--- src/inc/ccp_pkg.sv ---
// Shared constants and types of the capture and PWM unit.
package ccp_pkg;

  ////////////////////////////////////////////////////////////////////////////
  // Mode field codes of the unit control register.
  localparam logic [3:0] MODE_OFF        = 4'h0;
  localparam logic [3:0] MODE_CAP_FALL   = 4'h4;
  localparam logic [3:0] MODE_CAP_RISE   = 4'h5;
  localparam logic [3:0] MODE_CAP_RISE4  = 4'h6;
  localparam logic [3:0] MODE_CAP_RISE16 = 4'h7;
  localparam logic [1:0] MODE_CAP_TOP    = 2'h1;
  localparam logic [1:0] MODE_PWM_TOP    = 2'h3;
  localparam int         MODE_TOP_MSB    = 3;
  localparam int         MODE_TOP_LSB    = 2;

  ////////////////////////////////////////////////////////////////////////////
  // Clock sources of the capture time base timer.
  localparam logic [1:0] CAP_SRC_INSTR      = 2'h0;
  localparam logic [1:0] CAP_SRC_EXT_SYNC   = 2'h1;
  localparam logic [1:0] CAP_SRC_EXT_ASYNC  = 2'h2;
  localparam logic [1:0] CAP_SRC_SYSTEM     = 2'h3;

  ////////////////////////////////////////////////////////////////////////////
  // Capture event prescaler terminal counts.
  localparam logic [3:0] CAP_DIV4_LAST  = 4'h3;
  localparam logic [3:0] CAP_DIV16_LAST = 4'hf;
  localparam logic [3:0] CAP_PRESC_RST  = 4'h0;

  ////////////////////////////////////////////////////////////////////////////
  // Period timer prescaler selections and terminal counts.
  localparam logic [1:0] PS_SEL_1   = 2'h0;
  localparam logic [1:0] PS_SEL_4   = 2'h1;
  localparam logic [1:0] PS_SEL_16  = 2'h2;
  localparam logic [5:0] PS_LAST_1  = 6'h00;
  localparam logic [5:0] PS_LAST_4  = 6'h03;
  localparam logic [5:0] PS_LAST_16 = 6'h0f;
  localparam logic [5:0] PS_LAST_64 = 6'h3f;

  ////////////////////////////////////////////////////////////////////////////
  // Instruction clock is four system clock phases.
  localparam logic [1:0] INSTR_PHASE_LAST = 2'h3;

  ////////////////////////////////////////////////////////////////////////////
  // Reset values and resolution base.
  localparam logic [15:0] CAP_TIMER_RST = 16'h0000;
  localparam logic [7:0]  PERIOD_RST    = 8'h00;
  localparam logic [9:0]  DUTY_RST      = 10'h000;
  localparam logic [3:0]  PWM_RES_BASE  = 4'h2;

  ////////////////////////////////////////////////////////////////////////////
  // Operating kind decoded from the mode field.
  typedef enum logic [1:0] {
    UNIT_OFF,
    UNIT_CAPTURE,
    UNIT_PWM
  } unit_kind_e;

endpackage

--- src/inc/period_timer_if.sv ---
// Link between the unit core and its period timer.
`timescale 1ns/10ps
`default_nettype none
interface period_timer_if;
  logic       sleep_mode;
  logic       timer_on;
  logic [1:0] prescale_sel;
  logic [7:0] period_value;
  logic       instr_tick;
  logic [7:0] count;
  logic [1:0] low2;
  logic       period_match;

  modport timer (
    input  sleep_mode,
    input  timer_on,
    input  prescale_sel,
    input  period_value,
    output instr_tick,
    output count,
    output low2,
    output period_match
  );

  modport unit (
    output sleep_mode,
    output timer_on,
    output prescale_sel,
    output period_value,
    input  instr_tick,
    input  count,
    input  low2,
    input  period_match
  );
endinterface
`default_nettype wire

--- src/logic/period_timer.sv ---
// Instruction clock phase counter and 8-bit PWM period timer.
`timescale 1ns/10ps
`default_nettype none
module period_timer (
  input wire logic   core_clk,
  input wire logic   rst,
  period_timer_if.timer tb
);

  typedef struct packed {
    logic [1:0] phase;
    logic [5:0] presc;
    logic [7:0] count;
    logic       match;
  } timer_state_s;

  timer_state_s st_reg;
  timer_state_s st_next;
  logic [5:0]   presc_last;

  ////////////////////////////////////////////////////////////////////////////
  // Prescaler terminal count for the selected ratio.
  always_comb begin
    case (tb.prescale_sel)
      ccp_pkg::PS_SEL_1:  presc_last = ccp_pkg::PS_LAST_1;
      ccp_pkg::PS_SEL_4:  presc_last = ccp_pkg::PS_LAST_4;
      ccp_pkg::PS_SEL_16: presc_last = ccp_pkg::PS_LAST_16;
      default:            presc_last = ccp_pkg::PS_LAST_64;
    endcase
  end

  // Sleep freezes phase, prescaler and count alike.
  assign tb.instr_tick = (st_reg.phase == ccp_pkg::INSTR_PHASE_LAST) &&
                         !tb.sleep_mode;

  ////////////////////////////////////////////////////////////////////////////
  // Advance phase each system clock outside sleep and the timer on prescaled ticks.
  always_comb begin
    st_next = st_reg;
    // A match pending at sleep entry is held so the period start is kept.
    if (!tb.sleep_mode) begin
      st_next.phase = st_reg.phase + 2'h1;
      st_next.match = 1'b0;
    end
    if (tb.timer_on && tb.instr_tick) begin
      if (st_reg.presc >= presc_last) begin
        st_next.presc = 6'h00;
        if (st_reg.count == tb.period_value) begin
          st_next.count = ccp_pkg::PERIOD_RST;
          st_next.match = 1'b1;
        end else begin
          st_next.count = st_reg.count + 8'h01;
        end
      end else begin
        st_next.presc = st_reg.presc + 6'h01;
      end
    end
  end

  ////////////////////////////////////////////////////////////////////////////
  // State register.
  always_ff @(posedge core_clk or posedge rst) begin
    if (rst) begin
      st_reg <= '0;
    end else begin
      st_reg <= st_next;
    end
  end

  ////////////////////////////////////////////////////////////////////////////
  // Two low time base bits: clock phase at 1:1, else top prescaler bits.
  always_comb begin
    case (tb.prescale_sel)
      ccp_pkg::PS_SEL_1:  tb.low2 = st_reg.phase;
      ccp_pkg::PS_SEL_4:  tb.low2 = st_reg.presc[1:0];
      ccp_pkg::PS_SEL_16: tb.low2 = st_reg.presc[3:2];
      default:            tb.low2 = st_reg.presc[5:4];
    endcase
  end

  assign tb.count        = st_reg.count;
  assign tb.period_match = st_reg.match;

endmodule
`default_nettype wire

--- src/logic/capture_and_pwm_unit.sv ---
// Capture and PWM unit: edge capture of a 16-bit timer and 10-bit PWM.
`timescale 1ns/10ps
`default_nettype none
module capture_and_pwm_unit #(
  parameter int CAP_WIDTH = 16
) (
  input  wire logic                 core_clk,
  input  wire logic                 rst,
  input  wire logic [3:0]           unit_mode_select,
  input  wire logic [7:0]           duty_high_byte,
  input  wire logic [1:0]           duty_low_bits,
  input  wire logic [7:0]           period_value,
  input  wire logic [1:0]           period_prescale_sel,
  input  wire logic                 period_timer_on,
  input  wire logic                 capture_timer_on,
  input  wire logic [1:0]           capture_clock_source,
  input  wire logic                 capture_irq_enable,
  input  wire logic                 capture_irq_flag_clear,
  input  wire logic                 sleep_mode,
  input  wire logic                 capture_pin_in,
  input  wire logic                 ext_timer_clk_in,
  output logic                      unit_io_pin_out,
  output logic                      unit_io_pin_oe,
  output logic [CAP_WIDTH-1:0]      capture_result,
  output logic [CAP_WIDTH-1:0]      capture_timer_count,
  output logic                      capture_irq_flag,
  output logic                      capture_irq_request,
  output logic [7:0]                period_timer_count,
  output logic [3:0]                pwm_resolution
);

  ////////////////////////////////////////////////////////////////////////////
  // All state of the unit apart from the period timer.
  typedef struct packed {
    logic [2:0]           pin_sync;
    logic                 pin_level;
    logic [2:0]           ext_sync;
    logic                 ext_level;
    logic [CAP_WIDTH-1:0] cap_timer;
    logic [3:0]           cap_presc;
    logic [CAP_WIDTH-1:0] cap_result;
    logic                 flag;
    logic                 irq_req;
    logic [9:0]           duty_latch;
    logic                 pwm_out;
    logic                 pin_oe;
    logic [7:0]           period_cnt;
    logic [3:0]           pwm_res;
  } unit_state_s;

  unit_state_s           st_reg;
  unit_state_s           st_next;
  ccp_pkg::unit_kind_e   kind;
  logic                  pin_level_new;
  logic                  ext_level_new;
  logic                  pin_rise;
  logic                  pin_fall;
  logic                  ext_rise;
  logic                  timer_inc;
  logic                  cap_live;
  logic                  cap_event;
  logic [9:0]            time_base;
  logic [9:0]            duty_in;

  period_timer_if tb ();

  ////////////////////////////////////////////////////////////////////////////
  // Period timer with its instruction clock phase.
  period_timer u_period_timer (
    .core_clk (core_clk),
    .rst      (rst),
    .tb       (tb.timer)
  );

  // Timer controls pass straight to the period timer.
  assign tb.sleep_mode   = sleep_mode;
  assign tb.timer_on     = period_timer_on;
  assign tb.prescale_sel = period_prescale_sel;
  assign tb.period_value = period_value;

  // Ten-bit time base and the duty value offered for the next period.
  assign time_base = {tb.count, tb.low2};
  assign duty_in   = {duty_high_byte, duty_low_bits};

  ////////////////////////////////////////////////////////////////////////////
  // Resolution in bits: two plus the highest set bit of period plus one.
  function automatic logic [3:0] resolution_of(input logic [7:0] pr);
    logic [8:0] n;
    logic [3:0] msb;
    n   = {1'b0, pr} + 9'h001;
    msb = 4'h0;
    for (int i = 0; i < 9; i++) begin
      if (n[i]) begin
        msb = 4'(i);
      end
    end
    return ccp_pkg::PWM_RES_BASE + msb;
  endfunction

  ////////////////////////////////////////////////////////////////////////////
  // Decode the operating kind from the mode field.
  always_comb begin
    case (unit_mode_select[ccp_pkg::MODE_TOP_MSB:ccp_pkg::MODE_TOP_LSB])
      ccp_pkg::MODE_CAP_TOP: kind = ccp_pkg::UNIT_CAPTURE;
      ccp_pkg::MODE_PWM_TOP: kind = ccp_pkg::UNIT_PWM;
      default:               kind = ccp_pkg::UNIT_OFF;
    endcase
  end

  ////////////////////////////////////////////////////////////////////////////
  // Filtered pin levels: a change counts once stages two and three agree.
  always_comb begin
    if (st_reg.pin_sync[1] == st_reg.pin_sync[2]) begin
      pin_level_new = st_reg.pin_sync[2];
    end else begin
      pin_level_new = st_reg.pin_level;
    end
    if (st_reg.ext_sync[1] == st_reg.ext_sync[2]) begin
      ext_level_new = st_reg.ext_sync[2];
    end else begin
      ext_level_new = st_reg.ext_level;
    end
  end

  // Edges of the filtered levels.
  assign pin_rise = pin_level_new && !st_reg.pin_level;
  assign pin_fall = !pin_level_new && st_reg.pin_level;
  assign ext_rise = ext_level_new && !st_reg.ext_level;

  ////////////////////////////////////////////////////////////////////////////
  // Capture timer clock: instruction ticks stop in sleep, external runs on.
  always_comb begin
    case (capture_clock_source)
      ccp_pkg::CAP_SRC_INSTR:     timer_inc = tb.instr_tick;
      ccp_pkg::CAP_SRC_EXT_SYNC:  timer_inc = ext_rise;
      ccp_pkg::CAP_SRC_EXT_ASYNC: timer_inc = ext_rise;
      ccp_pkg::CAP_SRC_SYSTEM:    timer_inc = !sleep_mode;
      default:                    timer_inc = 1'b0;
    endcase
  end

  // Captures are honoured only in timer or synced counter mode, and in
  // sleep only when the timer keeps counting from the external clock.
  always_comb begin
    cap_live = (capture_clock_source != ccp_pkg::CAP_SRC_EXT_ASYNC) &&
               (!sleep_mode ||
                capture_clock_source == ccp_pkg::CAP_SRC_EXT_SYNC);
  end

  ////////////////////////////////////////////////////////////////////////////
  // Next state of the unit.
  always_comb begin
    st_next = st_reg;
    cap_event = 1'b0;

    // Three-stage synchronisers and their filtered levels.
    st_next.pin_sync  = {st_reg.pin_sync[1:0], capture_pin_in};
    st_next.ext_sync  = {st_reg.ext_sync[1:0], ext_timer_clk_in};
    st_next.pin_level = pin_level_new;
    st_next.ext_level = ext_level_new;

    // Free-running capture time base.
    if (capture_timer_on && timer_inc) begin
      st_next.cap_timer = st_reg.cap_timer + CAP_WIDTH'(1);
    end

    // Event prescaler; a stale count past the new limit fires on the next rising edge.
    if (kind != ccp_pkg::UNIT_CAPTURE) begin
      st_next.cap_presc = ccp_pkg::CAP_PRESC_RST;
    end else if (cap_live) begin
      case (unit_mode_select)
        ccp_pkg::MODE_CAP_FALL: begin
          cap_event = pin_fall;
        end
        ccp_pkg::MODE_CAP_RISE: begin
          cap_event = pin_rise;
        end
        ccp_pkg::MODE_CAP_RISE4: begin
          if (pin_rise) begin
            if (st_reg.cap_presc >= ccp_pkg::CAP_DIV4_LAST) begin
              cap_event         = 1'b1;
              st_next.cap_presc = ccp_pkg::CAP_PRESC_RST;
            end else begin
              st_next.cap_presc = st_reg.cap_presc + 4'h1;
            end
          end
        end
        ccp_pkg::MODE_CAP_RISE16: begin
          if (pin_rise) begin
            if (st_reg.cap_presc >= ccp_pkg::CAP_DIV16_LAST) begin
              cap_event         = 1'b1;
              st_next.cap_presc = ccp_pkg::CAP_PRESC_RST;
            end else begin
              st_next.cap_presc = st_reg.cap_presc + 4'h1;
            end
          end
        end
        default: begin
          cap_event = 1'b0;
        end
      endcase
    end

    // Latch the timer and raise the flag; a new event beats the clear.
    if (capture_irq_flag_clear) begin
      st_next.flag = 1'b0;
    end
    if (cap_event) begin
      st_next.cap_result = st_reg.cap_timer;
      st_next.flag       = 1'b1;
    end
    st_next.irq_req = st_next.flag && capture_irq_enable;

    // PWM waveform; everything holds while asleep.
    if (kind == ccp_pkg::UNIT_PWM) begin
      if (!sleep_mode) begin
        if (tb.period_match) begin
          st_next.duty_latch = duty_in;
          st_next.pwm_out    = (duty_in != ccp_pkg::DUTY_RST);
        end else if (time_base == st_reg.duty_latch) begin
          // A duty beyond the period never matches, so the pin stays put.
          st_next.pwm_out = 1'b0;
        end
      end
    end else begin
      st_next.pwm_out = 1'b0;
    end
    st_next.pin_oe = (kind == ccp_pkg::UNIT_PWM);

    // Observed counters and resolution.
    st_next.period_cnt = tb.count;
    st_next.pwm_res    = resolution_of(period_value);
  end

  ////////////////////////////////////////////////////////////////////////////
  // State register; every field clears on reset.
  always_ff @(posedge core_clk or posedge rst) begin
    if (rst) begin
      st_reg <= '0;
    end else begin
      st_reg <= st_next;
    end
  end

  ////////////////////////////////////////////////////////////////////////////
  // Outputs straight from the state register.
  assign unit_io_pin_out     = st_reg.pwm_out;
  assign unit_io_pin_oe      = st_reg.pin_oe;
  assign capture_result      = st_reg.cap_result;
  assign capture_timer_count = st_reg.cap_timer;
  assign capture_irq_flag    = st_reg.flag;
  assign capture_irq_request = st_reg.irq_req;
  assign period_timer_count  = st_reg.period_cnt;
  assign pwm_resolution      = st_reg.pwm_res;

endmodule
`default_nettype wire

--- config.mk ---
export PLATFORM = sky130hd
export DESIGN_NAME = capture_and_pwm_unit
export DESIGN_NICKNAME = d
export VERILOG_FILES = /design/src/inc/ccp_pkg.sv /design/src/inc/period_timer_if.sv /design/src/logic/period_timer.sv /design/src/logic/capture_and_pwm_unit.sv
export SDC_FILE = /design/constraint.sdc
export NUM_CORES = 1
export LEC_CHECK = 0
export ABC_AREA = 1
export BUFFER_PORTS_ARGS = -buffer_cell sky130_fd_sc_hd__buf_2
export CORE_ASPECT_RATIO = 2
export CORE_UTILIZATION = 40
export CTS_CLUSTER_DIAMETER = 50
export DETAILED_ROUTE_END_ITERATION = 8
export SYNTH_ARGS = -nofsm -noshare
export SYNTH_HDL_FRONTEND = slang
export SYNTH_SLANG_ARGS = --single-unit
export TNS_END_PERCENT = 5
--- constraint.sdc ---
create_clock -name core_clk -period 3.1 [get_ports core_clk]
set_input_delay 0.31 -clock core_clk [delete_from_list [all_inputs] [get_ports core_clk]]
set_output_delay 0.31 -clock core_clk [all_outputs]
set_load 0.05 [all_outputs]
==> summary.md <==
| Metric | Value |
|---|---|
| Largest family of logic cells by synthesized area | `simple AND/OR/NAND/NOR gates` |
| Crit-path cells | `ha_1 -> nor3_1 -> o22ai_1 -> nand3_1 -> nand3_2 -> nand2_2 -> a21boi_0` |
| Mux contribution to synthesized area | `0%` |
| Total die area | `12500 um^2` |
| Top cells by area, synth | `dfrtp_1 45%, nand2_1 9.2%, buf_4 7.5%, xor2_1 6.2%, inv_1 5.1%` |
| Setup crit end kind | `flop` |
| Peak supply drop | `544 uV` |
| First-pass DRT Iterations | `4` |
| Yosys reg bits | `87` |
| Share of cells above drive strength 1 | `22.3%` |
| Pwr dens | `840 nW/um^2` |
| Detailed Place HPWL | `7630 um` |
| Total GRT Usage | `17.3%` |
| Max Transition Viols Final | `0` |
| Leakage power | `2.85 nW` |
| First-pass GRT wire length | `16700 um` |
| Synth Area in Adders | `4.61%` |
| RSZ-0062 raised after global routing | `no` |
| Root Driver | `clkbuf_16` |
| Final Setup Violations | `0` |
| Rows | `56` |
| YS warnings | `0` |
| Die W | `79.7 um` |
| Area added between synthesis and finish | `12.5%` |
| Post-route ant nets | `0` |
| Post-cts resize count | `0` |
| Post-synth EDFFs | `0` |
| Largest net degree at the start of global routing | `48` |
| Post-Synth Simple-Gate Area | `22.6%` |
| IO Pins | `83` |
| Yosys top cell by area | `dfrtp_1` |
| Initial drt markers | `173` |
| CTS tree | `yes` |
| Xor/xnor share of the synthesized area | `7.26%` |
| Setup WS pre-CTS | `1.03 ns` |
| Top post-synthesis cells by count | `118 x nand2_1, 87 x dfrtp_1, 66 x inv_1` |
| Hold Crit Class | `in -> async` |
| Vias in the first global route | `3668` |
| Fin crit share | `61.9%` |
| Crit path DAT | `2.09 ns` |
| Core area | `11800 um^2` |
| Post CTS Setup Buffer Count | `0` |
| CTS clk-pin slew, worst paths | `0.06 ns` |
| Fin Setup TNS | `0 ns` |
| Worst skew pair latency | `0.34 ns` |
| DRC errors left | `0` |
| Die height | `157 um` |
| Final min period | `1.92 ns` |
| Num Clock Sinks | `87` |
| Routed wire length | `9970 um` |
| Relative slew slack | `51.4%` |
| Worst reg2reg setup slack | `1.18 ns` |
| CTS buffer count | `9` |
| Vias post-DR | `3668` |
| Clk buf depth | `2` |
| Final nets | `658` |
| Hold buffers post-CTS | `0` |
| Synth Area in Compound Gates | `6.97%` |
| Status | `finished, final reports clean` |
| RR Startpoint | `st_reg[42]` |
| WL per Instance | `13.2 um` |
| Hold Fails Final Rpt | `0` |
| # diodes | `0` |
| Post-synth top area share | `45.1%` |
| Initial antenna violation count | `0` |
| Sequential cell area fraction in the yosys report | `45.1%` |
| Via/cell ratio | `4.85` |
| Critical path class | `reg -> reg` |
| Filler cell count | `1161` |
| Critical Path Start Type | `flop` |
| Largest register FFs | `18` |
| Post-Synthesis Cells | `562` |
| Syn_nets | `614` |
| Worst Reg-to-Reg Cells | `7` |
| Netlist cell types | `36` |
| Top_reg_cell synth | `dfrtp_1` |
| Starting Density | `41.0%` |
| Setup Skew | `0.00818 ns` |
| Worst path required time | `3.27 ns` |
| Slowest-stage cell, CP | `nand2_2` |
| Gpl congestion | `0.849` |
| CP Max Fanout | `32` |
| Fmax | `521 MHz` |
| Mapped Area | `4830 um^2` |
| Worst path max stage delay | `0.44 ns` |
| Total global routing overflow | `0` |
| Async set-reset flop share out of synthesis | `100%` |
| CTS HTree Levels | `3` |
| Syn_area_per_cell | `8.59 um^2` |
| Worst r2r dst | `capture_irq_request` |
| Total of max-cap violations | `0` |
| Worst-margin pin slew | `0.729 ns` |
| Count leader, synth | `nand2_1` |
| IO Port Bufs | `82` |
| Worst setup margin | `1.18 ns` |
[critical path: cells and delay by family, from the launching register on]
family / cells / cell delay (ns)
DFF: 1 / 0.41
adders and majority gates: 1 / 0.24
AOI/OAI and AO/OA: 2 / 0.30
and+or+nand+nor: 4 / 0.80
[worst max path at each step]
stage          slack, ns                         end  cells after the start              startpoint
3_5_place_dp        1.03  u_period_timer.tb.count[2]                     12  period_prescale_sel[0]
4_1_cts             1.16         capture_irq_request                      7              st_reg[42]
5_1_grt             0.98         capture_irq_request                      7              st_reg[42]
6_report            1.18         capture_irq_request                      7              st_reg[42]
3_3_place_gp        1.18  u_period_timer.tb.count[2]                     12  period_prescale_sel[0]
2_1_floorplan       0.54            capture_irq_flag                      1                     rst
[layout by cell type (no fill, tap or decap), drive strengths merged]
master,n
nand2,126
dfrtp,87
buf,84
inv,72
o21ai,42
nand3,40
nor2,36
xor2,34
ha,17
nor3,15
a21oi,12
clkbuf,11
nand4,7
xnor2,6
or2,3
o22ai,3
bufinv,3
clkinv,3
nor4,2
o31ai,2
o21a,1
nor3b,1
and2,1
maj3,1
a21boi,1
a31oi,1
[per-layer routing]
metal | up-vias | GRT usage, % | part of all wire, %
li1 | 1829 | - | -
met1 | 1733 | 18.6 | 39
met2 | 87 | 31.4 | 55
met3 | 19 | 3.83 | 3.9
met4 | 0 | 7.71 | 2.2
met5 | - | 0 | 0
[cell families (layout without fill, tap and decap cells)]
group / after synthesis / in the layout
flops: 87 / 87
buf+inv: 124 / 173
compound gates: 62 / 62
fa+ha+maj: 18 / 18
xor+xnor: 40 / 40
simple gates: 231 / 231
[stage by stage]
step                power [mW]  cells  utilization [%]  hold slack (ns)  instance area [um^2]
CTS                       4.60    756             46.1           0.0668                  5430
global route              4.81    756             46.1           0.0641                  5430
detailed placement        3.31    740             43.1            0.340                  5070
finish                    4.56    756             46.1           0.0731                  5430
global placement          3.26    740             43.1            0.334                  5070
floorplan                 3.12    562                -            0.331                  4830
[cell type report]
| type | count | area, um^2 | share of cell area (%) |
|---|---|---|---|
| flip-flops and latches | 87 | 2180 | 40.1 |
| multi-input cells | 351 | 2000 | 36.8 |
| repair buffers | 84 | 438 | 8.06 |
| inverters | 73 | 278 | 5.12 |
| clock buffers | 11 | 253 | 4.65 |
| well taps | 145 | 181 | 3.34 |
| clock inverters | 5 | 104 | 1.91 |
[where the power goes]
| part | internal [mW] | total, mW | leakage (nW) | switching (mW) |
|---|---|---|---|---|
| logic | 0.435 | 1.58 | 1.60 | 1.15 |
| clock network | 0.832 | 1.28 | 0.176 | 0.447 |
| registers | 1.41 | 1.70 | 1.07 | 0.294 |
(Power assumes the default switching activity.)
